--- config.mk ---
export PLATFORM = sky130hd
export DESIGN_NAME = sbg_core
export DESIGN_NICKNAME = d
export VERILOG_FILES = /design/src/rtl/sbg_pkg.sv /design/src/rtl/sbg_core.sv
export SDC_FILE = /design/constraint.sdc
export NUM_CORES = 1
export LEC_CHECK = 0
export ABC_AREA = 1
export BUFFER_PORTS_ARGS = -buffer_cell sky130_fd_sc_hd__buf_2
export CORE_MARGIN = 2
export CORE_UTILIZATION = 50
export DETAILED_ROUTE_END_ITERATION = 7
export PLACE_DENSITY = 0.76
export REMOVE_ABC_BUFFERS = 1
export SLEW_MARGIN = 30
export SYNTH_ARGS = -nofsm -noshare
export SYNTH_HDL_FRONTEND = slang
export SYNTH_SLANG_ARGS = --single-unit
--- constraint.sdc ---
create_clock -name clk -period 2.46 [get_ports clk]
set_input_delay 0.123 -clock clk [delete_from_list [all_inputs] [get_ports clk]]
set_output_delay 0.123 -clock clk [all_outputs]
set_load 0.01 [all_outputs]
--- src/rtl/sbg_pkg.sv ---
// package for the serial baud generator and receive sampling front end
// assumes a 32-bit classic Wishbone slave and a 100 MHz system clock
package sbg_pkg;
   // ==========================================================
   // register map (byte addresses)
   localparam logic [3:0] SBG_ADDR_TX_CTRL = 4'h0;
   localparam logic [3:0] SBG_ADDR_RX_CTRL = 4'h4;
   localparam logic [3:0] SBG_ADDR_DIVIDER = 4'h8;
   localparam logic [3:0] SBG_ADDR_DATA = 4'hC;
   // transmit_status_control field positions
   localparam int SBG_TX_CLK_MASTER = 7;
   localparam int SBG_TX_SYNC_MODE = 4;
   localparam int SBG_TX_HIGH_SPEED = 2;
   // receive_status_control field positions
   localparam int SBG_RX_PINS_EN = 7;
   localparam int SBG_RX_NINE_BIT = 6;
   localparam int SBG_RX_ONE_SHOT = 5;
   localparam int SBG_RX_CONT_EN = 4;
   localparam int SBG_RX_ADDR_EN = 3;
   localparam int SBG_RX_FRAME_ERR = 2;
   localparam int SBG_RX_OVERRUN = 1;
   localparam int SBG_RX_NINTH = 0;
   // reset values
   localparam logic [7:0] SBG_TX_RESET = 8'h00;
   localparam logic [7:0] SBG_RX_RESET = 8'h00;
   localparam logic [7:0] SBG_DIV_RESET = 8'h00;
   // prescale per divider period: sync 4, async high 16, async low 64
   localparam logic [5:0] SBG_PRE_SYNC = 6'h03;
   localparam logic [5:0] SBG_PRE_HIGH = 6'h0F;
   localparam logic [5:0] SBG_PRE_LOW = 6'h3F;
   // receive data word: ninth bit and byte
   typedef struct packed {
      logic ninth;
      logic [7:0] data;
   } sbg_word_t;
endpackage : sbg_pkg

--- src/rtl/sbg_core.sv ---
// baud divider, three-sample receive front end and receive control/status
// assumes a classic Wishbone master on the same clock; rx_pin is asynchronous
// Notes on behaviour
// RULE_01 - one 8-bit baud divider serves async and sync operation
// RULE_02 - divider free-runs, period set by divider register value
// RULE_03 - in async mode high-speed select changes the baud rate
// RULE_04 - in sync mode high-speed select is ignored
// RULE_05 - bit clock from divider only as master; slave uses external clock
// RULE_06 - any divider register write clears the divider timer at once
// RULE_07 - receive pin sampled three times, majority gives the level
// RULE_08 - async baud is fosc/(64(x+1)) low speed, fosc/(16(x+1)) high
// RULE_09 - sync master bit clock is fosc/(4(x+1)), x from 0 to 255
// RULE_10 - mode select 0 is async, 1 is sync, choosing the formula
// RULE_11 - overrun set on full buffer, cleared by continuous-receive off
//
// Added by the designer: the Wishbone interface to the registers and the register addresses.
`timescale 1ns/100ps
module sbg_core
   import sbg_pkg::*;
(
   // clock and reset
   input wire logic clk,
   input wire logic rst_n,
   // wishbone slave
   input wire logic wb_cyc_i,
   input wire logic wb_stb_i,
   input wire logic wb_we_i,
   input wire logic [3:0] wb_adr_i,
   input wire logic [3:0] wb_sel_i,
   input wire logic [31:0] wb_dat_i,
   output logic [31:0] wb_dat_o,
   output logic wb_ack_o,
   // serial pins
   input wire logic rx_pin,
   input wire logic ext_bit_clk,
   // bit clock and sampled level
   output logic bit_tick,
   output logic rx_level,
   // received word stream
   output sbg_word_t rx_word,
   output logic rx_valid,
   input wire logic rx_ready
);
   // ==========================================================
   // bus decode
   logic ack_q;
   logic [7:0] tx_ctrl_q, rx_ctrl_q, div_q;
   wire bus_req = wb_cyc_i & wb_stb_i & ~ack_q;
   wire bus_wr = bus_req & wb_we_i & wb_sel_i[0];
   wire wr_tx = bus_wr & (wb_adr_i == SBG_ADDR_TX_CTRL);
   wire wr_rx = bus_wr & (wb_adr_i == SBG_ADDR_RX_CTRL);
   wire wr_div = bus_wr & (wb_adr_i == SBG_ADDR_DIVIDER);
   wire rd_data = bus_req & ~wb_we_i & (wb_adr_i == SBG_ADDR_DATA);
   wire sync_mode = tx_ctrl_q[SBG_TX_SYNC_MODE];
   wire high_speed = tx_ctrl_q[SBG_TX_HIGH_SPEED];
   wire clk_master = tx_ctrl_q[SBG_TX_CLK_MASTER];
   wire pins_en = rx_ctrl_q[SBG_RX_PINS_EN];
   wire cont_en = rx_ctrl_q[SBG_RX_CONT_EN];

   // ==========================================================
   // baud divider: prescaler then 8-bit reload counter
   logic [5:0] pre_q;
   logic [7:0] cnt_q;
   // sync ignores high speed; mode bit picks the formula
   wire [5:0] pre_top = sync_mode ? SBG_PRE_SYNC : // RULE_04 RULE_09 RULE_10
                        (high_speed ? SBG_PRE_HIGH : SBG_PRE_LOW); // RULE_03
   wire pre_wrap = (pre_q >= pre_top);
   wire div_wrap = pre_wrap & (cnt_q >= div_q); // RULE_02 RULE_08
   always_ff @(posedge clk or negedge rst_n) begin
      if (!rst_n) begin
         pre_q <= 6'h00;
         cnt_q <= 8'h00;
      end else if (wr_div || !pins_en) begin
         pre_q <= 6'h00; // RULE_06
         cnt_q <= 8'h00;
      end else begin
         pre_q <= pre_wrap ? 6'h00 : pre_q + 6'h01;
         if (pre_wrap) cnt_q <= div_wrap ? 8'h00 : cnt_q + 8'h01; // RULE_01
      end
   end

   // a disabled port parks the divider so it restarts from zero
   pins_off_clear_a: assert property (@(posedge clk) disable iff (!rst_n)
      !pins_en |=> (cnt_q == 8'h00 && pre_q == 6'h00)) // RULE_02
      else $error("divider runs with port off");

   // a mode change may overshoot the new top for one cycle only
   pre_bound_a: assert property (@(posedge clk) disable iff (!rst_n)
      !$past(wr_tx) |-> pre_q <= pre_top) // RULE_08
      else $error("prescaler past its top");

   // the divider only wraps on a prescaler wrap at the divider value
   wrap_on_count_a: assert property (@(posedge clk) disable iff (!rst_n)
      div_wrap |-> (pre_wrap && cnt_q == div_q)) // RULE_09
      else $error("divider wraps off count");

   // ==========================================================
   // external bit clock: two-flop sync then edge detect
   logic [2:0] ext_q;
   always_ff @(posedge clk or negedge rst_n) begin
      if (!rst_n) ext_q <= 3'h0;
      else ext_q <= {ext_q[1:0], ext_bit_clk};
   end
   wire ext_rise = ext_q[1] & ~ext_q[2];
   // slave takes the external edge instead of the divider
   wire tick_w = (sync_mode && !clk_master) ? ext_rise : div_wrap; // RULE_05
   assign bit_tick = tick_w & pins_en;

   // no bit clock at all while the port pins are released
   tick_gated_a: assert property (@(posedge clk) disable iff (!rst_n)
      !pins_en |-> !bit_tick) // RULE_05
      else $error("tick with port off");

   // a slave follows the external edge, never its own divider
   tick_slave_a: assert property (@(posedge clk) disable iff (!rst_n)
      (pins_en && sync_mode && !clk_master) |-> bit_tick == ext_rise) // RULE_05
      else $error("slave tick not external");

   // ==========================================================
   // receive pin: synchroniser, then three-sample majority
   logic [1:0] rx_sync_q;
   logic [2:0] smp_q;
   logic lvl_q;
   always_ff @(posedge clk or negedge rst_n) begin
      if (!rst_n) begin
         rx_sync_q <= 2'h3;
         smp_q <= 3'h7;
         lvl_q <= 1'b1;
      end else begin
         rx_sync_q <= {rx_sync_q[0], rx_pin};
         if (pre_wrap) smp_q <= {smp_q[1:0], rx_sync_q[1]};
         lvl_q <= (smp_q[0] & smp_q[1]) | (smp_q[0] & smp_q[2]) |
                  (smp_q[1] & smp_q[2]); // RULE_07
      end
   end
   assign rx_level = lvl_q;

   // three low samples must give a low level
   majority_low_a: assert property (@(posedge clk) disable iff (!rst_n)
      $past(smp_q) == 3'h0 |-> !lvl_q) // RULE_07
      else $error("majority low lost");

   // samples only move on a prescaler wrap
   sample_hold_a: assert property (@(posedge clk) disable iff (!rst_n)
      !pre_wrap |=> $stable(smp_q)) // RULE_07
      else $error("sample taken off wrap");

   // ==========================================================
   // minimal async deserialiser: start, 8/9 data bits, stop
   logic [3:0] bit_q;
   logic [8:0] shf_q;
   logic busy_q;
   wire nine = rx_ctrl_q[SBG_RX_NINE_BIT];
   wire [3:0] last_bit = nine ? 4'd10 : 4'd9;
   wire frame_end = busy_q & bit_tick & (bit_q == last_bit);
   always_ff @(posedge clk or negedge rst_n) begin
      if (!rst_n) begin
         bit_q <= 4'h0;
         shf_q <= 9'h000;
         busy_q <= 1'b0;
      end else if (!busy_q) begin
         busy_q <= bit_tick & cont_en & ~lvl_q;
         bit_q <= 4'h1;
      end else if (bit_tick) begin
         if (bit_q == last_bit) busy_q <= 1'b0;
         else shf_q <= {lvl_q, shf_q[8:1]};
         bit_q <= bit_q + 4'h1;
      end
   end
   wire [8:0] got = nine ? shf_q : {1'b0, shf_q[8:1]};

   // ==========================================================
   // two-entry receive buffer
   sbg_word_t buf_q [2];
   logic [1:0] cnt_b_q;
   logic rd_ptr_q, wr_ptr_q;
   wire buf_full = (cnt_b_q == 2'd2);
   wire push = frame_end & ~buf_full;
   wire pop = rx_valid & (rx_ready | rd_data);
   assign rx_valid = (cnt_b_q != 2'd0);
   assign rx_word = buf_q[rd_ptr_q];
   always_ff @(posedge clk or negedge rst_n) begin
      if (!rst_n) begin
         cnt_b_q <= 2'd0;
         rd_ptr_q <= 1'b0;
         wr_ptr_q <= 1'b0;
         buf_q[0] <= '0;
         buf_q[1] <= '0;
      end else begin
         if (push) buf_q[wr_ptr_q] <= sbg_word_t'(got);
         wr_ptr_q <= wr_ptr_q ^ push;
         rd_ptr_q <= rd_ptr_q ^ pop;
         cnt_b_q <= cnt_b_q + {1'b0, push} - {1'b0, pop};
      end
   end

   // the fill count never passes the two entries
   buf_count_a: assert property (@(posedge clk) disable iff (!rst_n)
      cnt_b_q <= 2'd2)
      else $error("buffer count overflow");

   // a stalled head word must not change under the receiver
   head_hold_a: assert property (@(posedge clk) disable iff (!rst_n)
      (rx_valid && !pop) |=> (rx_valid && $stable(rx_word)))
      else $error("head word changed while stalled");

   // ==========================================================
   // control registers and error flags; a set beats a clear
   wire ovr_set = frame_end & buf_full;
   always_ff @(posedge clk or negedge rst_n) begin
      if (!rst_n) begin
         tx_ctrl_q <= SBG_TX_RESET;
         rx_ctrl_q <= SBG_RX_RESET;
         div_q <= SBG_DIV_RESET;
      end else begin
         if (wr_tx) tx_ctrl_q <= wb_dat_i[7:0];
         if (wr_div) div_q <= wb_dat_i[7:0];
         if (wr_rx) rx_ctrl_q[7:3] <= wb_dat_i[7:3];
         if (ovr_set) rx_ctrl_q[SBG_RX_OVERRUN] <= 1'b1; // RULE_11
         else if (!cont_en) rx_ctrl_q[SBG_RX_OVERRUN] <= 1'b0;
         if (push) begin
            rx_ctrl_q[SBG_RX_FRAME_ERR] <= ~lvl_q; // RULE_11
            rx_ctrl_q[SBG_RX_NINTH] <= got[8];
         end
      end
   end

   // overrun sticks while continuous receive stays on
   overrun_hold_a: assert property (@(posedge clk) disable iff (!rst_n)
      (rx_ctrl_q[SBG_RX_OVERRUN] && cont_en) |=> rx_ctrl_q[SBG_RX_OVERRUN])
      else $error("overrun flag lost"); // RULE_11

   // turning continuous receive off clears overrun
   overrun_clear_a: assert property (@(posedge clk) disable iff (!rst_n)
      (!cont_en && !ovr_set) |=> !rx_ctrl_q[SBG_RX_OVERRUN]) // RULE_11
      else $error("overrun flag not cleared");

   // each stored byte rewrites the framing flag from its stop bit
   frame_flag_a: assert property (@(posedge clk) disable iff (!rst_n)
      push |=> rx_ctrl_q[SBG_RX_FRAME_ERR] == !$past(lvl_q)) // RULE_11
      else $error("framing flag wrong");

   // ==========================================================
   // read mux and single-cycle ack
   wire [7:0] rd_sel = (wb_adr_i == SBG_ADDR_TX_CTRL) ? tx_ctrl_q :
                       (wb_adr_i == SBG_ADDR_RX_CTRL) ? rx_ctrl_q :
                       (wb_adr_i == SBG_ADDR_DIVIDER) ? div_q :
                       (wb_adr_i == SBG_ADDR_DATA) ? rx_word.data : 8'h00;
   always_ff @(posedge clk or negedge rst_n) begin
      if (!rst_n) begin
         ack_q <= 1'b0;
         wb_dat_o <= 32'h0000_0000;
      end else begin
         ack_q <= bus_req;
         if (bus_req) wb_dat_o <= {24'h000000, rd_sel};
      end
   end
   assign wb_ack_o = ack_q;

   // every taken request is answered in the next cycle
   ack_after_req_a: assert property (@(posedge clk) disable iff (!rst_n)
      bus_req |=> wb_ack_o)
      else $error("request not acknowledged");

   // registers sit in the low lane, the rest reads zero
   upper_zero_a: assert property (@(posedge clk) disable iff (!rst_n)
      wb_ack_o |-> wb_dat_o[31:8] == 24'h000000)
      else $error("upper read lanes not zero");

   // ==========================================================
   // checks
   reset_clears_a: assert property (@(posedge clk) disable iff (!rst_n)
      wr_div |=> (cnt_q == 8'h00 && pre_q == 6'h00)) // RULE_06
      else $error("divider not cleared on write");
   sync_presc_a: assert property (@(posedge clk) disable iff (!rst_n)
      sync_mode |-> pre_top == 6'h03) // RULE_04
      else $error("sync prescale wrong");
   async_presc_a: assert property (@(posedge clk) disable iff (!rst_n)
      !sync_mode |-> pre_top == (high_speed ? 6'h0F : 6'h3F)) // RULE_03
      else $error("async prescale wrong");
   overrun_set_a: assert property (@(posedge clk) disable iff (!rst_n)
      ovr_set |=> rx_ctrl_q[SBG_RX_OVERRUN]) // RULE_11
      else $error("overrun flag not set");
   majority_a: assert property (@(posedge clk) disable iff (!rst_n)
      $past(smp_q) == 3'h7 |-> lvl_q) // RULE_07
      else $error("majority high lost");
   tick_src_a: assert property (@(posedge clk) disable iff (!rst_n) // RULE_05
      (pins_en && !(sync_mode && !clk_master)) |-> bit_tick == div_wrap)
      else $error("tick source wrong");
   div_bound_a: assert property (@(posedge clk) disable iff (!rst_n) // RULE_02
      !wr_div && !$past(wr_div) |-> cnt_q <= div_q || $changed(div_q))
      else $error("counter exceeds divider");
   ack_once_a: assert property (@(posedge clk) disable iff (!rst_n)
      wb_ack_o |=> !wb_ack_o)
      else $error("ack held two cycles");
endmodule : sbg_core

* Word-level counts from Yosys, hierarchy flattened *
Index checks and enable logic that the tools add are counted.

storage, ports and cells
  flip-flop bits (word level) = 92
  input port bits = 48
  output and inout bits = 45
  word-level logic and storage cells = 111

cells by class
  $add $sub $neg = 5
  $lt $le $gt $ge = 5
  eq/ne operators = 7
  mux-type cells = 27
  bitwise logic cells = 35
  reductions and logical operators = 9

operators with widths
  kind                                                              count
  8-bit two-way mux                                                 7
  9-bit two-way mux                                                 5
  6-bit two-way mux                                                 4
  1-bit AND                                                         22
  18-bit bitwise mux                                                1
  9-bit demux with 1-bit select                                     1
  8-bit by 1-bit adder with 8-bit output (second input constant)    1
  4-bit == test (second input constant)                             2
  8-bit greater-or-equal comparator                                 1
  4-bit two-way mux                                                 2
  6-bit by 1-bit adder with 6-bit output (second input constant)    1
  6-bit greater-or-equal comparator                                 1
  1-bit two-way mux                                                 6
  1-bit inverter                                                    6
  4-bit by 1-bit adder with 4-bit output (second input constant)    1
  4-bit by 3-bit == test with 1-bit output (second input constant)  1
  4-bit == test                                                     1
  2-bit greater-or-equal comparator (second input constant)         2
  4-bit logical NOT                                                 1
  1-bit inverter with 2-bit output                                  2
  2-bit nonzero test                                                2
  1-bit OR                                                          3
  3-bit AND reduction                                               1
  2-bit by 1-bit adder with 2-bit output                            1
  10 further kinds                                                  13

* Depth between registers and ports, before layout *
  depth after elaboration = 11
  mapped depth = 18
  gate-level depth less buffers = 17

* Least setup slack after synthesis *
No wires, ideal clock.

  kind = flip-flop to flip-flop
  start point = register tx_ctrl_q[4]
  end point = register cnt_b_q[1]
  arrival time = 2,364 ps
  data required time = 2,331 ps
  setup slack = -32 ps
  stages on the path, launching flop included = 14
  buffers on the path = 0
  clock period less this slack = 2,492 ps
  path through = dfrtp_1 -> inv_1 -> nand2_1 -> ha_1 -> nand2_1 -> o211ai_2 -> nand2_1 -> nand2_1 -> nand4_1 -> ha_1 -> inv_1 -> ha_1 -> xnor2_1 -> xor2_1

between the ends
  cells in the longest elaborated chain, start to end = 10

ends and longest elaborated chain
  what                                           RTL line         RTL
  start: declaration                             sbg_core.sv:47   logic [7:0] tx_ctrl_q, rx_ctrl_q, div_q;
  start signal: assignment                       sbg_core.sv:216  if (wr_tx) tx_ctrl_q <= wb_dat_i[7:0];
  6-bit two-way mux                              sbg_core.sv:65   wire [5:0] pre_top = sync_mode ? SBG_PRE_SYNC :
  6-bit greater-or-equal comparator              sbg_core.sv:67   wire pre_wrap = (pre_q >= pre_top);
  1-bit AND                                      sbg_core.sv:68   wire div_wrap = pre_wrap & (cnt_q >= div_q);
  1-bit two-way mux *                            sbg_core.sv:106  wire tick_w = (sync_mode && !clk_master) ? ext_rise : div_wrap;
  1-bit AND *                                    sbg_core.sv:107  assign bit_tick = tick_w & pins_en;
  1-bit AND * (2 in a row)                       sbg_core.sv:155  wire frame_end = busy_q & bit_tick & (bit_q == last_bit);
  1-bit AND *                                    sbg_core.sv:178  wire push = frame_end & ~buf_full;
  2-bit by 1-bit adder with 2-bit output *       sbg_core.sv:193  cnt_b_q <= cnt_b_q + {1'b0, push} - {1'b0, pop};
  2-bit by 1-bit subtractor with 2-bit output *  sbg_core.sv:193
  end signal: assignment                         sbg_core.sv:193
  end: declaration                               sbg_core.sv:175  logic [1:0] cnt_b_q;

Mark *: on every way between the ends. The rest lies on a longest branch, timed or not.
A chain may end at the register's enable or synchronous reset.

* Worst setup path after layout *
Same ends and word-level chain as after synthesis.

==> impl_metrics.ini <==
[power]
ir_drop_mv = 0.3232
leakage_nw = 2.758
p_switching_w = 0.0009372
comb_power_share_pct = 15.2
internal_power_w = 0.002359
p_sw_share_pct = 28.44
powerDensity_mw_per_mm2 = 604.4
seqPwrFrac_pct = 50.3
clkPwrFrac_pct = 34.4

[placement]
place_hpwl_um = 7556
io_buffers = 41
dp.cells = 688
gp_congestion = 0.8542

[synth]
synthFlopType = dfrtp_1
synth_fa_ha_area_share_pct = 5.028
synth-simple-area-share_pct = 20.46
yosys_register_bits = 92
syn_area_mm2 = 0.004728
ys.warnings.count = 0
synth-xor-area-share_pct = 1.667
synth_top_family_by_area = simple AND/OR/NAND/NOR gates
synth_compound_area_share_pct = 10.93
yosysSeqAreaShare_pct = 48.85
synth_edf_count = 0
syn_avg_cell_area_um2 = 8.821
yosysUniqueCellTypes = 43
async_flop_share_pct = 100.0
synthCells = 536
synth_mux_area_share_pct = 1.985

[global_route]
grt_antenna_before_repair = 0
globalRouteMet3Util_pct = 3.175
met2_usage_pct = 34.13
grt_pass1_vias = 3619
use_met1_pct = 28.17
track_usage_pct = 21.41
grt_start_max_net_pins = 53
grt_busiest_layer = met2
grt_pass1_wl_um = 17020
grt.overflow.total = 0

[worst_setup_path]
end_kind = flip-flop
arrival_ns = 2.65
crit_type = flip-flop to flip-flop
critPathLaunchType = flip-flop
required_ns = 2.71
worst-path-buf-inv = 3
slowest_stage = dfrtp_1
cp_max_fo = 2
path_cells = inv_2 > nand2_4 > ha_4 > nand2_4 > inv_2 > nand4_1 > o211ai_2 > nand2_2 > nand2_2 > nand4_1 > ha_1 > inv_1 > ha_2 > xnor2_2 > xor2_1
cp_top_family = adder cells
slowest_delay_ns = 0.40

[sta]
post-route-min-period_ns = 2.398
final_max_slew_viol_count = 0
setup_viol = 0
max_slew_margin_pct = 62.97
skew_ns = 0.01646
whs_ns = 0.005457
timing.fmax_mhz = 417.0
rsz0062_at_grt = yes
min_period_over_period_pct = 97.49
hold_viol = 0
tightest_slew_ns = 0.5555

[clocking]
clk_path_buf_depth = 2
cts.sinks = 92
tritoncts = built
clkTransAtPathRegs_ns = 0.10
htreeDepth = 3
cts-root-buf = clkbuf_8
clkLatencyLatePin_ns = 0.37
cts_buffers = 9

[final_layout]
final_util_pct = 59.29
syn_to_final_growth_pct = 15.32
drive_gt1_share_pct = 20.00
stdcell_count = 716
diodes = 0
layout.nets = 667

[route]
drc = 0
wl_per_cell_um = 14.55
drtAntennaViolNets = 0
viasPerCell = 5.243
num_vias = 3754
first_iter_violations = 194
routed_wl_um = 10420
firstDrtPassIters = 4

[die]
io_pins = 93
dieHeight_um = 101.2
start_util_pct = 51.41
die_w_um = 101.2
rows = 35
dieArea_mm2 = 0.01025
coreArea_mm2 = 0.009196

[run_status]
status = finished, final reports clean

[worst_hold_path]
worstHoldPathType = input pin to flip-flop

[run]
maxCapViolCount = 0
## cell type report
type | count | area (um^2)
Multi-Input combinational cell | 362 | 2067
Fill cell | 778 | 3744
Timing Repair Buffer | 67 | 457.9
Sequential cell | 92 | 2310
Inverter | 68 | 255.2
Tap cell | 111 | 138.9
Clock inverter | 7 | 100.1
Clock buffer | 9 | 123.9
## placed cells by master, fill, tap and decap left out, types with 9 or more instances in the layout
master,synthesis,final
dfrtp_1,86,86
nand2_1,121,117
nor2_1,28,27
inv_1,64,60
buf_2,5,40
o21ai_0,58,56
nand4_1,14,14
nand3_1,21,21
a21oi_1,17,17
conb_1,1,24
clkbuf_8,0,9
buf_4,24,17
ha_1,19,14
## through the flow
stage	setup WS, ns	total power, W	area (um^2)	TNS, ns
finish	0.06165	0.003296	5453	0
global route	-0.06465	0.003449	5453	-0.1009
CTS	-0.09495	0.003299	5355	-0.09495
detailed placement	-0.1367	0.002157	5039	-0.1367
global placement	0.07253	0.002131	5039	0
floorplan	-0.03239	0.001946	4549	-0.03239
## synthesized netlist by cell type (4+ instances only)
cell type / number / area, um^2
nand2_2: 4 / 25.02
clkbuf_1: 4 / 15.01
o221ai_1: 5 / 43.79
nand4_1: 14 / 87.58
nand3_1: 21 / 105.1
o22ai_1: 4 / 25.02
mux2i_1: 6 / 60.06
buf_6: 4 / 45.04
buf_2: 5 / 25.02
inv_1: 64 / 240.2
dfrtp_1: 86 / 2152
buf_4: 24 / 180.2
nand2_1: 121 / 454.2
a21oi_1: 17 / 85.08
o21ai_0: 58 / 290.3
ha_1: 19 / 237.7
dfstp_2: 6 / 157.7
xor2_1: 7 / 61.31
and2_1: 6 / 37.54
nor2_1: 28 / 105.1
## power groups by stage
stage	Sequential [W]	Combinational, W	Clock [W]
floorplan	0.00168	0.000269	0
global placement	0.00168	0.000446	0
detailed placement	0.00169	0.000471	0
CTS	0.00166	0.000492	0.00115
global route	0.00167	0.000565	0.00121
finish	0.00166	0.000502	0.00113
## cells by family (layout without fill, tap and decap cells)
group | after synthesis | after routing
XOR/XNOR | 9 | 9
AO/OA/AOI/OAI | 92 | 92
adder cells (fa/ha/maj) | 19 | 19
other | 1 | 24
buffers and inverters | 105 | 151
flip-flops | 92 | 92
multiplexers | 9 | 9
AND/OR/NAND/NOR | 209 | 209
## tightest hold or removal path: stages
cell and delay, ns:
buf_2 0.09, nand2_1 0.04, o21ai_0 0.07
## registers in the layout, indices dropped and copies added, names as in the netlist
register and count:
busy_q 1, rd_ptr_q 1, cnt_b_q 2, pre_q 6, wr_ptr_q 1, ext_q 3
shf_q 9, cnt_q 8, rx_level 1, wb_dat_o 8, buf_q 18, tx_ctrl_q 8
smp_q 3, rx_ctrl_q 8, wb_ack_o 1, div_q 8, bit_q 4, rx_sync_q 2
## worst paths after layout
path / startpoint / cells after the start / endpoint / slack (ns)
max: tx_ctrl_q[4] / 15 / cnt_b_q[1] / 0.06
min: wb_dat_i[4] / 3 / div_q[4] / 0.005
max in group asynchronous: rst_n / 3 / smp_q[1] / 1.45
min reg2reg: ext_q[0] / 0 / ext_q[1] / 0.36
max reg2reg: tx_ctrl_q[4] / 15 / cnt_b_q[1] / 0.06
min in group asynchronous: rst_n / 2 / buf_q[17] / 0.29
## metal layers
metal	vias to the layer above	share of wire, %
met1	1774	44
li1	1827	-
met2	122	47
met3	31	5.0
met5	-	0
met4	0	4.2
## timing repair
action | 4_1_cts | 5_1_grt
endpoints found under the setup margin | 2 | 21
hold endpoints to repair | 46 | 0
setup buffers | 2 | 3
hold buffers | 7 | 0
pin swaps | 1 | 8
gates resized for setup | 3 | 16
Note: power is estimated with default switching activity, not from simulation.
